==> src/design/ccps_pkg.sv <==
// Constants for the charge cycle and power selector control block.
// Assumes a 200 MHz core clock and comparator-level inputs.
package ccps_pkg;

    localparam int CLK_MHZ = 200;

    localparam int PWRUP_DELAY_MS   = 30;
    localparam int SEL_WAKE_MS      = 30;
    localparam int DEAD_TIME_NS     = 10000;
    localparam int RAMP_STEP_US     = 1600;
    localparam int TIMER_TICK_US    = 6000000;
    localparam int PRE_TIMEOUT_MIN  = 30;

    // Cycle counts; long times are exact products, dead time rounds up
    localparam logic [31:0] PWRUP_CYCLES     = 32'(CLK_MHZ * 1000 * PWRUP_DELAY_MS);
    localparam logic [31:0] SEL_WAKE_CYCLES  = 32'(CLK_MHZ * 1000 * SEL_WAKE_MS);
    localparam logic [31:0] DEAD_CYCLES      = 32'((DEAD_TIME_NS * CLK_MHZ + 999) / 1000);
    localparam logic [31:0] RAMP_STEP_CYCLES = 32'(CLK_MHZ * RAMP_STEP_US);
    localparam logic [31:0] TICK_CYCLES      = 32'(CLK_MHZ * TIMER_TICK_US);

    // One timer tick is a tenth of a minute
    localparam logic [8:0]  PRE_TIMEOUT_TICKS = 9'(PRE_TIMEOUT_MIN * 10);
    localparam logic [13:0] KTTC_TICKS_PER_NF = 14'h038;
    localparam logic [3:0]  RAMP_STEPS        = 4'h8;

    // Realised by the two die comparators
    localparam int DIE_HOT_C  = 145;
    localparam int DIE_HYST_C = 15;

    localparam int IX_SUPPLY_ABOVE = 0;
    localparam int IX_SUPPLY_NEAR  = 1;
    localparam int IX_UVLO         = 2;
    localparam int IX_LOW_SUPPLY   = 3;
    localparam int IX_OVERVOLT     = 4;
    localparam int IX_REG_GOOD     = 5;
    localparam int IX_DIE_HOT      = 6;
    localparam int IX_DIE_COOL     = 7;
    localparam int IX_TEMP_FAULT   = 8;
    localparam int IX_CE           = 9;
    localparam int IX_ABOVE_EXIT   = 10;
    localparam int IX_FB_ABOVE     = 11;
    localparam int IX_CUR_BELOW    = 12;
    localparam int IX_CV_MODE      = 13;
    localparam int IX_INPUT_OVER   = 14;
    localparam int IX_TTC_LOW      = 15;
    localparam int IX_TTC_REF      = 16;
    localparam int IX_NF_LSB       = 17;
    localparam int NF_WIDTH        = 8;
    localparam int SYNC_WIDTH      = 25;

    typedef enum logic [5:0] {
        CHG_IDLE  = 6'h01,
        CHG_PRE   = 6'h02,
        CHG_FAST  = 6'h04,
        CHG_VREG  = 6'h08,
        CHG_DONE  = 6'h10,
        CHG_FAULT = 6'h20
    } ccps_chg_t;

    typedef enum logic [4:0] {
        SEL_BATT     = 5'h01,
        SEL_WAKE     = 5'h02,
        SEL_DEAD_AD  = 5'h04,
        SEL_ADAPTER  = 5'h08,
        SEL_DEAD_BAT = 5'h10
    } ccps_sel_t;

endpackage

==> src/design/ccps_sync.sv <==
// Two-stage synchroniser bank for the comparator and pin levels.
// Assumes each bit is a level from outside the core clock domain.
`timescale 1ns/100ps
module ccps_sync #(
    parameter int WIDTH = 25
) (
    input  wire logic             core_clk,
    input  wire logic             rst_n,
    input  wire logic [WIDTH-1:0] async_in,
    output logic      [WIDTH-1:0] sync_out
);
    typedef struct packed {
        logic [WIDTH-1:0] stage1;
        logic [WIDTH-1:0] stage2;
    } ccps_sync_state_t;

    ccps_sync_state_t st;
    ccps_sync_state_t next_st;

    always_comb begin
        next_st.stage1 = async_in;
        next_st.stage2 = st.stage1;
    end

    always_ff @(posedge core_clk or negedge rst_n) begin
        if (!rst_n) begin
            st <= '0;
        end else begin
            st <= next_st;
        end
    end

    assign sync_out = st.stage2;
endmodule

==> src/design/ccps_top.sv <==
// Charge cycle sequencer and system power selector of a stand-alone charger.
// Assumes analog comparator levels and a power-on reset on rst_n.
`timescale 1ns/100ps
module ccps_top
    import ccps_pkg::*;
#(
    parameter logic [31:0] PWRUP_CYC = PWRUP_CYCLES,
    parameter logic [31:0] WAKE_CYC  = SEL_WAKE_CYCLES,
    parameter logic [31:0] RAMP_CYC  = RAMP_STEP_CYCLES,
    parameter logic [31:0] TICK_CYC  = TICK_CYCLES
) (
    input  wire logic                core_clk,
    input  wire logic                rst_n,
    input  wire logic                supply_above_battery,
    input  wire logic                supply_near_battery,
    input  wire logic                undervoltage_lockout,
    input  wire logic                low_supply_state,
    input  wire logic                input_overvoltage,
    input  wire logic                gate_supply_regulator_good,
    input  wire logic                die_temp_hot,
    input  wire logic                die_temp_cool,
    input  wire logic                battery_temp_sense_fault,
    input  wire logic                charge_enable_pin,
    input  wire logic                battery_above_precharge_exit,
    input  wire logic                voltage_feedback_above_recharge,
    input  wire logic                charge_current_below_term,
    input  wire logic                voltage_regulation_mode,
    input  wire logic                input_current_over_limit,
    input  wire logic                timer_capacitor_pin_low,
    input  wire logic                timer_capacitor_pin_at_ref,
    input  wire logic [NF_WIDTH-1:0] timer_capacitor_nf,
    output logic                     adapter_switch_drive,
    output logic                     battery_switch_drive,
    output logic                     charge_enable,
    output logic                     precharge_current_select,
    output logic [3:0]               charge_current_step,
    output logic                     input_power_management_active,
    output logic                     charge_fault,
    output logic                     charge_done,
    output logic                     sleep_mode,
    output logic                     die_overtemperature
);
    typedef struct packed {
        ccps_chg_t   chg;
        ccps_sel_t   sel;
        logic [31:0] pwrup_cnt;
        logic        pwrup_done;
        logic [31:0] sel_cnt;
        logic [31:0] tick_cnt;
        logic [8:0]  pre_ticks;
        logic [13:0] safety_ticks;
        logic [3:0]  ramp_step;
        logic [31:0] ramp_cnt;
        logic        die_hot;
        logic        ce_d;
        logic        ovp_d;
        logic        low_d;
        logic        sleep_d;
        logic        ad_drv;
        logic        bat_drv;
        logic        chg_en;
        logic        pre_sel;
        logic        input_power_management;
        logic        fault;
        logic        done;
    } ccps_state_t;

    localparam ccps_state_t ST_RESET = '{chg: CHG_IDLE, sel: SEL_BATT, bat_drv: 1'b1, default: '0};

    ccps_state_t           st;
    ccps_state_t           next_st;
    logic [SYNC_WIDTH-1:0] raw_in;
    logic [SYNC_WIDTH-1:0] s;

    function automatic logic [13:0] safety_limit(input logic [NF_WIDTH-1:0] nf);
        return 14'(nf) * KTTC_TICKS_PER_NF;
    endfunction

    // A zero limit counts as one
    function automatic logic reached(input logic [31:0] cnt, input logic [31:0] lim);
        return (cnt + 32'h1 >= lim);
    endfunction

    assign raw_in = {timer_capacitor_nf, timer_capacitor_pin_at_ref, timer_capacitor_pin_low,
                     input_current_over_limit, voltage_regulation_mode,
                     charge_current_below_term, voltage_feedback_above_recharge,
                     battery_above_precharge_exit, charge_enable_pin,
                     battery_temp_sense_fault, die_temp_cool, die_temp_hot,
                     gate_supply_regulator_good, input_overvoltage, low_supply_state,
                     undervoltage_lockout, supply_near_battery, supply_above_battery};

    ccps_sync #(
        .WIDTH(SYNC_WIDTH)
    ) u_sync (
        .core_clk(core_clk),
        .rst_n   (rst_n),
        .async_in(raw_in),
        .sync_out(s)
    );

    logic        sleep_now;
    logic        charge_ok;
    logic        new_cycle;
    logic        timer_reset;
    logic        timer_run;
    logic        timer_expired;
    logic        term_enable;
    logic        tick;
    logic [13:0] limit;

    always_comb begin
        next_st = st;

        sleep_now = !s[IX_SUPPLY_ABOVE];
        tick      = reached(st.tick_cnt, TICK_CYC);
        limit     = safety_limit(s[IX_NF_LSB +: NF_WIDTH]);

        // One free-running prescaler serves both long timers
        next_st.tick_cnt = tick ? 32'h0 : st.tick_cnt + 32'h1;

        if (!st.pwrup_done) begin
            next_st.pwrup_cnt  = st.pwrup_cnt + 32'h1;
            next_st.pwrup_done = reached(st.pwrup_cnt, PWRUP_CYC);
        end

        // Hot sets, cool clears; hot wins
        if (s[IX_DIE_HOT]) begin
            next_st.die_hot = 1'b1;
        end else if (s[IX_DIE_COOL]) begin
            next_st.die_hot = 1'b0;
        end

        next_st.ce_d    = s[IX_CE];
        next_st.ovp_d   = s[IX_OVERVOLT];
        next_st.low_d   = s[IX_LOW_SUPPLY];
        next_st.sleep_d = sleep_now;

        charge_ok = s[IX_CE] && !s[IX_UVLO] && !s[IX_LOW_SUPPLY] && !sleep_now
                    && !s[IX_OVERVOLT] && st.pwrup_done && s[IX_REG_GOOD]
                    && !st.die_hot && !s[IX_TEMP_FAULT];

        new_cycle = (s[IX_CE] != st.ce_d)
                    || (st.chg == CHG_DONE && !s[IX_FB_ABOVE]);

        term_enable = !s[IX_TTC_LOW];
        timer_reset = new_cycle || s[IX_TTC_LOW]
                      || (st.ovp_d && !s[IX_OVERVOLT])
                      || (st.low_d && !s[IX_LOW_SUPPLY])
                      || (st.sleep_d && !sleep_now);
        timer_run   = !s[IX_TTC_LOW] && !s[IX_TTC_REF]
                      && (st.chg == CHG_PRE || st.chg == CHG_FAST || st.chg == CHG_VREG);
        timer_expired = timer_run && (limit != 14'h0) && (st.safety_ticks >= limit);

        if (timer_reset) begin
            next_st.safety_ticks = 14'h0;
        end else if (timer_run && tick && !timer_expired) begin
            next_st.safety_ticks = st.safety_ticks + 14'h1;
        end

        unique case (st.chg)
            CHG_IDLE: begin
                if (charge_ok) begin
                    if (s[IX_ABOVE_EXIT]) begin
                        next_st.chg       = CHG_FAST;
                        next_st.ramp_step = 4'h1;
                        next_st.ramp_cnt  = 32'h0;
                    end else begin
                        next_st.chg       = CHG_PRE;
                        next_st.pre_ticks = 9'h0;
                    end
                end
            end
            CHG_PRE: begin
                if (!charge_ok) begin
                    next_st.chg = CHG_IDLE;
                end else if (timer_expired
                             || st.pre_ticks >= PRE_TIMEOUT_TICKS) begin
                    next_st.chg = CHG_FAULT;
                end else if (s[IX_ABOVE_EXIT]) begin
                    next_st.chg       = CHG_FAST;
                    next_st.ramp_step = 4'h1;
                    next_st.ramp_cnt  = 32'h0;
                end else if (tick) begin
                    next_st.pre_ticks = st.pre_ticks + 9'h1;
                end
            end
            CHG_FAST, CHG_VREG: begin
                if (!charge_ok) begin
                    next_st.chg = CHG_IDLE;
                end else if (timer_expired) begin
                    next_st.chg = CHG_FAULT;
                end else if (st.chg == CHG_VREG && term_enable && s[IX_FB_ABOVE]
                             && s[IX_CUR_BELOW]) begin
                    next_st.chg = CHG_DONE;
                end else if (st.chg == CHG_FAST && s[IX_CV_MODE]) begin
                    next_st.chg = CHG_VREG;
                end
                // Ramp keeps stepping in regulation so the target never sticks low
                if (st.ramp_step < RAMP_STEPS) begin
                    if (reached(st.ramp_cnt, RAMP_CYC)) begin
                        next_st.ramp_cnt  = 32'h0;
                        next_st.ramp_step = st.ramp_step + 4'h1;
                    end else begin
                        next_st.ramp_cnt = st.ramp_cnt + 32'h1;
                    end
                end
            end
            CHG_DONE: begin
                if (new_cycle) begin
                    next_st.chg = CHG_IDLE;
                end
            end
            CHG_FAULT: begin
                if (new_cycle) begin
                    next_st.chg = CHG_IDLE;
                end
            end
            default: begin
                next_st.chg = CHG_IDLE;
            end
        endcase

        if (next_st.chg != CHG_FAST && next_st.chg != CHG_VREG) begin
            next_st.ramp_step = 4'h0;
        end

        // Lockout overrides every selector state at once
        unique case (st.sel)
            SEL_BATT: begin
                if (!s[IX_UVLO] && !sleep_now && !s[IX_OVERVOLT]) begin
                    next_st.sel     = SEL_WAKE;
                    next_st.sel_cnt = 32'h0;
                end
            end
            SEL_WAKE: begin
                if (s[IX_UVLO] || sleep_now || s[IX_OVERVOLT]) begin
                    next_st.sel = SEL_BATT;
                end else if (reached(st.sel_cnt, WAKE_CYC)) begin
                    next_st.sel     = SEL_DEAD_AD;
                    next_st.sel_cnt = 32'h0;
                end else begin
                    next_st.sel_cnt = st.sel_cnt + 32'h1;
                end
            end
            SEL_DEAD_AD: begin
                if (s[IX_UVLO]) begin
                    next_st.sel = SEL_BATT;
                end else if (reached(st.sel_cnt, DEAD_CYCLES)) begin
                    next_st.sel = SEL_ADAPTER;
                end else begin
                    next_st.sel_cnt = st.sel_cnt + 32'h1;
                end
            end
            SEL_ADAPTER: begin
                if (s[IX_UVLO]) begin
                    next_st.sel = SEL_BATT;
                end else if (s[IX_SUPPLY_NEAR] || sleep_now || s[IX_OVERVOLT]) begin
                    next_st.sel     = SEL_DEAD_BAT;
                    next_st.sel_cnt = 32'h0;
                end
            end
            SEL_DEAD_BAT: begin
                if (s[IX_UVLO] || reached(st.sel_cnt, DEAD_CYCLES)) begin
                    next_st.sel = SEL_BATT;
                end else begin
                    next_st.sel_cnt = st.sel_cnt + 32'h1;
                end
            end
            default: begin
                next_st.sel = SEL_BATT;
            end
        endcase

        // Outputs register the next state so drives never glitch
        next_st.ad_drv  = (next_st.sel == SEL_ADAPTER);
        next_st.bat_drv = (next_st.sel == SEL_BATT || next_st.sel == SEL_WAKE);
        next_st.chg_en  = (next_st.chg == CHG_PRE || next_st.chg == CHG_FAST
                           || next_st.chg == CHG_VREG);
        next_st.pre_sel = (next_st.chg == CHG_PRE);
        next_st.input_power_management     = next_st.chg_en && s[IX_INPUT_OVER];
        next_st.fault   = (next_st.chg == CHG_FAULT);
        next_st.done    = (next_st.chg == CHG_DONE);
    end

    always_ff @(posedge core_clk or negedge rst_n) begin
        if (!rst_n) begin
            st <= ST_RESET;
        end else begin
            st <= next_st;
        end
    end

    assign adapter_switch_drive          = st.ad_drv;
    assign battery_switch_drive          = st.bat_drv;
    assign charge_enable                 = st.chg_en;
    assign precharge_current_select      = st.pre_sel;
    assign charge_current_step           = st.ramp_step;
    assign input_power_management_active = st.input_power_management;
    assign charge_fault                  = st.fault;
    assign charge_done                   = st.done;
    assign sleep_mode                    = st.sleep_d;
    assign die_overtemperature           = st.die_hot;
endmodule

==> config.mk <==
export PLATFORM = sky130hd
export DESIGN_NAME = ccps_top
export DESIGN_NICKNAME = d
export VERILOG_FILES = /design/src/design/ccps_pkg.sv /design/src/design/ccps_sync.sv /design/src/design/ccps_top.sv
export SDC_FILE = /design/constraint.sdc
export NUM_CORES = 1
export LEC_CHECK = 0
export ABC_AREA = 1
export BUFFER_PORTS_ARGS = -buffer_cell sky130_fd_sc_hd__buf_2
export CAP_MARGIN = 20
export CORE_UTILIZATION = 30
export DETAILED_ROUTE_END_ITERATION = 16
export PLACE_DENSITY = 0.45
export SLEW_MARGIN = 25
export SYNTH_ARGS = -nofsm -noshare
export SYNTH_HDL_FRONTEND = slang
export SYNTH_SLANG_ARGS = --single-unit
==> constraint.sdc <==
create_clock -name core_clk -period 5.4 [get_ports core_clk]
set_input_delay 0.54 -clock core_clk [delete_from_list [all_inputs] [get_ports core_clk]]
set_output_delay 0.54 -clock core_clk [all_outputs]
set_load 0.03 [all_outputs]
Word level (Yosys, flattened, before mapping)
Cells that the tools add are included.
{"block": "classes", "n_addsub": 7, "multipliers": 1, "eq_ne": 41, "mux": 51, "n_lt_le_gt_ge": 8, "n_reduce_logical": 65}
{"cell": "2-to-1 mux 32 bit", "n": 10}
{"cell": "2-to-1 mux 36 bit", "n": 5}
{"cell": "case mux 32 bit (5 select lines)", "n": 1}
{"cell": "adder 32 x 1 -> 32 bit, second input constant", "n": 4}
{"cell": "case mux 36 bit (3 select lines)", "n": 1}
{"cell": ">= comparator 32 x 23 -> 1 bit, second input constant", "n": 2}
{"cell": "2-to-1 mux 6 bit", "n": 9}
{"cell": "2-to-1 mux 9 bit", "n": 6}
{"cell": "2-to-1 mux 5 bit", "n": 8}
{"cell": ">= comparator 32 x 11 -> 1 bit, second input constant", "n": 1}
{"cell": ">= comparator 32 x 19 -> 1 bit, second input constant", "n": 1}
{"cell": ">= comparator 32 x 31 -> 1 bit, second input constant", "n": 1}
{"cell": "2-to-1 mux 14 bit", "n": 2}
{"cell": "!= test 2 bit, second input constant", "n": 14}
{"cell": "logical AND 1 bit", "n": 26}
{"cell": "case mux 5 bit (5 select lines)", "n": 1}
{"cell": "case mux 6 bit (4 select lines)", "n": 1}
{"cell": "case mux 9 bit (2 select lines)", "n": 1}
{"cell": "logical OR 1 bit", "n": 16}
{"cell": "adder 14 x 1 -> 14 bit, second input constant", "n": 1}
{"cell": ">= comparator 14 bit", "n": 1}
{"cell": "nonzero test 14 bit", "n": 1}
{"cell": "== test 6 x 2 -> 1 bit, second input constant", "n": 2}
{"cell": "== test 6 x 3 -> 1 bit, second input constant", "n": 2}
{"cell": "other kinds (32)", "n": 56}
{"block": "totals", "elab_cells": 197, "input_bits": 27, "register_bits": 229}

Logic depth before layout (Yosys ltp)
{"block": "depth", "word_depth": 15, "depth_mapped": 25, "depth_no_buf": 25}

Hierarchy
A second synthesis with hierarchy kept.
{"block": "unflattened", "cells_unflattened": 1908, "area_unflattened_um2": 13813.2}
{"module": "ccps_top", "n_inst": 1, "cells_each": 1858, "area_per_inst_um2": 12562.0}
{"module": "ccps_sync", "n_inst": 1, "cells_each": 50, "area_per_inst_um2": 1251.2}

Least setup slack after synthesis
No wires, ideal clock.
{"block": "synth_path", "path_kind": "register to register", "from": "register u_sync.st (netlist bit u_sync.sync_out[18])", "to": "register st[23] (netlist bit)", "slack_ns": 1.743, "n_path_buf": 1, "stages_incl_launch_ff": 25, "arrival_time_ns": 3.537, "path_cell_list": "dfrtp_1 fa_1 ha_1 fa_1 nand3_1 nand2_1 nand2_1 nand2_1 xor2_1 ha_1 a21oi_1 o21ai_0 nor2_1 nand3_1 nand2_1 inv_1 o21ai_1 nand2_1 nand2_1 nand2_1 inv_2 buf_2 nand2_1 o21ai_0 nor2_1"}
{"block": "synth_via", "elab_chain_len": 7, "elab_cells_between_ends": 8}
{"item": "start, declared", "line": "ccps_sync.sv:17", "text": "ccps_sync_state_t st;"}
{"item": "start signal, assigned", "line": "ccps_sync.sv:29", "text": "st <= next_st;"}
{"item": "multiplier 8 x 3 -> 11 bit *", "line": "ccps_top.sv:76", "text": "return 14'(nf) * KTTC_TICKS_PER_NF;"}
{"item": "branches (longest 2 deep; another with >= comparator 14 bit)"}
{"item": "logical AND 1 bit *", "line": "ccps_top.sv:152", "text": "timer_expired = timer_run && (limit != 14'h0) && (st.safety_ticks >= limit);"}
{"item": "logical OR 1 bit *", "line": "ccps_top.sv:177", "text": "|| st.pre_ticks >= PRE_TIMEOUT_TICKS) begin"}
{"item": "!= test 2 bit (no source line) *"}
{"item": "AND reduction 5 bit (no source line) *"}
{"item": "end signal, assigned", "line": "ccps_top.sv:289", "text": "st <= next_st;"}
{"item": "end, declared", "line": "ccps_top.sv:70", "text": "ccps_state_t st;"}
Every way passes the cells marked *.
A chain may end at the register's enable or synchronous reset.

Worst setup path in the final report
{"block": "layout_path", "from": "register u_sync.st (netlist bit u_sync.sync_out[18])", "to": "register st (netlist bit charge_current_step[0])"}
{"block": "layout_via", "elab_chain_len": 12, "elab_cells_between_ends": 22}
{"item": "multiplier 8 x 3 -> 11 bit *", "line": "ccps_top.sv:76"}
{"item": "branches (longest 2 deep; another with >= comparator 14 bit)"}
{"item": "logical AND 1 bit *", "line": "ccps_top.sv:152"}
{"item": "logical OR 1 bit", "line": "ccps_top.sv:177"}
{"item": "2-to-1 mux 6 bit", "line": "ccps_top.sv:176", "text": "end else if (timer_expired"}
{"item": "2-to-1 mux 6 bit", "line": "ccps_top.sv:174", "text": "if (!charge_ok) begin"}
{"item": "case mux 6 bit (4 select lines)", "line": "ccps_top.sv:160", "text": "unique case (st.chg)"}
{"item": "!= test 6 x 3 -> 1 bit or != test 6 x 4 -> 1 bit (tied branches)", "line": "ccps_top.sv:223", "text": "if (next_st.chg != CHG_FAST && next_st.chg != CHG_VREG) begin"}
{"item": "logical AND 1 bit", "line": "ccps_top.sv:223"}
{"item": "!= test 3 bit (no source line), or another cell as far along"}
{"item": "AND reduction 6 bit (no source line)"}
Marks and branches as above.

==> summary.md <==
| Metric | Value |
|---|---|
| Comb power frac | 0.079 |
| Hold Crit Endpoint | u_sync.next_st[24] |
| Final setup violating endpoints | 0 |
| Max IR drop VDD | approximately 220 µV |
| Initial Util | 0.3034 |
| Net Switching | ~1.0 mW |
| CTS tree | yes |
| I/O pins | 40 |
| Worst clock skew | roughly 21 ps |
| Root Driver | clkbuf_16 |
| Gr usage total | 0.1564 |
| Worst r2r src | u_sync.sync_out[18] |
| CORE AREA | about 46000 µm² |
| PD cells | around 260 nW/µm² |
| Top-count cell post-synth | nand2_1 |
| DIE WIDTH | 218.8 µm |
| Status | complete, no violations |
| Power, Total | ~4 mW |
| P_leak | 7.418 nW |
| Post-route setup TNS | 0 ps |
| RSZ-0062 raised after global routing | false |
| Global-route wire length before repair | 61.24 mm |
| Via count | about 12000 |
| Fillers | 5027 |
| Clock transition at path regs | ~60 ps |
| Synth warn | 0 |
| Sw Ratio | 0.2529 |
| Fraction of registers with async set or reset after synthesis | 1.000 |
| Sequential fraction of the synthesis area | 0.4068 |
| CP Class | reg2reg |
| Remaining global-route overflow | 0 |
| Post-CTS Setup Bufs | 0 |
| Period utilisation layout | 0.8394 |
| Post-Syn Nets | between 2000 and 2500 |
| Pin slew with the least headroom to its limit | about 900 ps |
| Reg2reg end | charge_current_step[0] |
| CTS max path bufs | 3 |
| Layout cell share with drive strength beyond 1 | 0.08711 |
| CP required | 5900 ps |
| Initial antenna violation count | 0 |
| HP Class | in2reg |
| Syn avg cell area | around 7.2 µm² |
| Initial DRC Count | 740 |
| Final Max Tran Viols | 0 |
| Final Hold Fails | 0 |
| FF-to-FF path depth | 24 |
| EDFF count, synth | 0 |
| Most used flip-flop cell after synthesis | dfrtp_1 |
| CP Data Arrival Time | 5030 ps |
| Hold path depth | 1 |
| Total CTS buffers | 29 |
| Yosys reg bits | 229 |
| Clock power share | 0.485 |
| Crit Path Max Fanout | 36 |
| Vias in the first global route | between 10000 and 15000 |
| CTS H-tree lvls | 1 |
| Routed WL per cell | between 10 and 15 µm |
| R2r setup slk | roughly 870 ps |
| Antenna Violating Nets Remaining | 0 |
| Post-Route WL | ~36 mm |
| Worst-Skew Late Latency | about 560 ps |
| Row count | between 70 and 80 |
| Relative slew slack | 0.3850 |
| Type of element launching the critical path | flip-flop |
| Synth area leader | dfrtp_1 |
| Area grow syn2layout | 12.86% |
| Sequential share of power | 0.436 |
| Mapped Cells | 1945 |
| Synth top cells by count | nand2_1, nor2_1, inv_1, dfrtp_1, nand3_1 |
| Drc violations | 0 |
| Drt via density | 4.649 |
| # port buffers | 39 |
| Max-cap violation count | 0 |
| Worst Min Path Start | timer_capacitor_nf[7] |
| Ranking of synthesized cells by area | dfrtp_1, nand2_1, nor2_1 |
| Internal power | 3.046 mW |
| Net count reported at finish | 2056 |
| Die span in y | approximately 220 µm |
| Post-synth cell types | 54 |
| First-pass detailed-route iteration total | 5 |
| Antenna cells | 0 |
| Die area | about 48000 µm² |
| Tmin final | 4533 ps |
| Half-perimeter wire length after placement | between 20 and 30 mm |
| Worst Setup End Kind | flip-flop |
| Routability Congestion | between 0.8 and 0.9 |
| CTS Sinks | roughly 230 |
| Synth top area share | 0.4012 |
| Synthesized cell area | roughly 14000 µm² |
| Largest net degree at the start of global routing | about 160 |
| Fmax | around 220 MHz |
[state kept, by name (all words and copies together) (netlist names)]
name,count
adapter_switch_drive,1
battery_switch_drive,1
charge_current_step,4
charge_done,1
charge_enable,1
charge_fault,1
die_overtemperature,1
input_power_management_active,1
precharge_current_select,1
sleep_mode,1
st,166
u_sync.next_st,25
u_sync.sync_out,25
[per-layer routing]
metal / GRT usage / up-vias / share of wire
met3: 0.02032 / 41 / 0.038
met5: 0 / - / 0
met4: 0.03704 / 0 / 0.017
li1: - / 6283 / -
met2: 0.2638 / 174 / 0.47
met1: 0.2111 / 5664 / 0.48
[stage by stage]
| stage | worst slack, ps | utilization | instance area (µm²) | hold WS [ps] | cells |
|---|---|---|---|---|---|
| floorplan | 1743 | - | 14090 | 244.4 | 1945 |
| global placement | 1040 | 0.3210 | 14910 | 331.5 | 2562 |
| detailed placement | 852.3 | 0.3210 | 14910 | 334.7 | 2562 |
| CTS | 834.7 | 0.3424 | 15910 | 46.13 | 2616 |
| global route | 384.2 | 0.3424 | 15910 | 48.48 | 2616 |
| finish | 867.4 | 0.3424 | 15910 | 80.98 | 2616 |
[worst max-delay path by stage]
stage,startpoint,end,cells after the start
after CTS,u_sync.sync_out[18],st[22],23
after floorplan,u_sync.sync_out[18],st[23],24
after global routing,u_sync.sync_out[18],charge_current_step[0],24
final,u_sync.sync_out[18],charge_current_step[0],24
after global placement,u_sync.sync_out[18],st[22],23
after detailed placement,u_sync.sync_out[18],st[16],23
[area by class of cell]
cell class	count	area [µm²]	share of cell area
clock inverter	16	177.7	0.01117
tap	607	759.5	0.04774
clock buffer	37	805.8	0.05065
timing repair buffer	45	265.3	0.01667
inverter	262	984.7	0.06190
sequential	229	5734	0.3605
multi-input combinational	1420	7181	0.4514
[cell families after synthesis]
kind of cell               share of synthesized area
other                                      0.0002661
xor gates and xnor gates                     0.04332
and+or+nand+nor                               0.3661
adders and majority gates                    0.04154
DFF                                           0.4068
AOI/OAI and AO/OA                            0.05761
buffers and inverters                        0.08433
[what timing repair did]
action                    in CTS  in global routing
hold buffers                   1                  0
resized for setup              0                  0
hold endpoints to repair      72                  0
[cell usage in the layout (no fill, tap or decap), types with 29 or more instances in the layout]
cell type,count
o21ai_0,68
a21oi_1,31
nand2_1,577
ha_1,34
dfrtp_1,226
nor2_1,251
nand3_1,131
xor2_1,51
nor3_1,55
clkbuf_16,29
nand4_1,74
buf_2,38
inv_1,238
[power groups by stage]
stage / clock, mW / sequential [mW] / combinational, mW
after floorplan: 0 / 1.81 / 0.236
after global placement: 0 / 1.81 / 0.331
after detailed placement: 0 / 1.81 / 0.334
after CTS: 2.06 / 1.78 / 0.335
after global routing: 2.12 / 1.78 / 0.373
final: 1.98 / 1.78 / 0.322
[worst max-delay path, cell delays in order (launching register included)]
cell and delay, ps:
dfrtp_1 450, fa_1 500, ha_1 240, fa_1 400, nand3_1 110, nand2_1 100
nand2_1 70, nand2_1 60, xor2_1 190, ha_1 280, a21oi_1 140, o21ai_0 80
nor2_1 100, nand3_1 100, nand2_1 70, inv_1 30, o21ai_1 150, nand2_1 140
nand2_1 140, nand2_1 170, inv_2 520, nand2_1 190, nand2_1 110, nand2_1 60
nor2_1 70
Power figures use the tool's default switching activity.
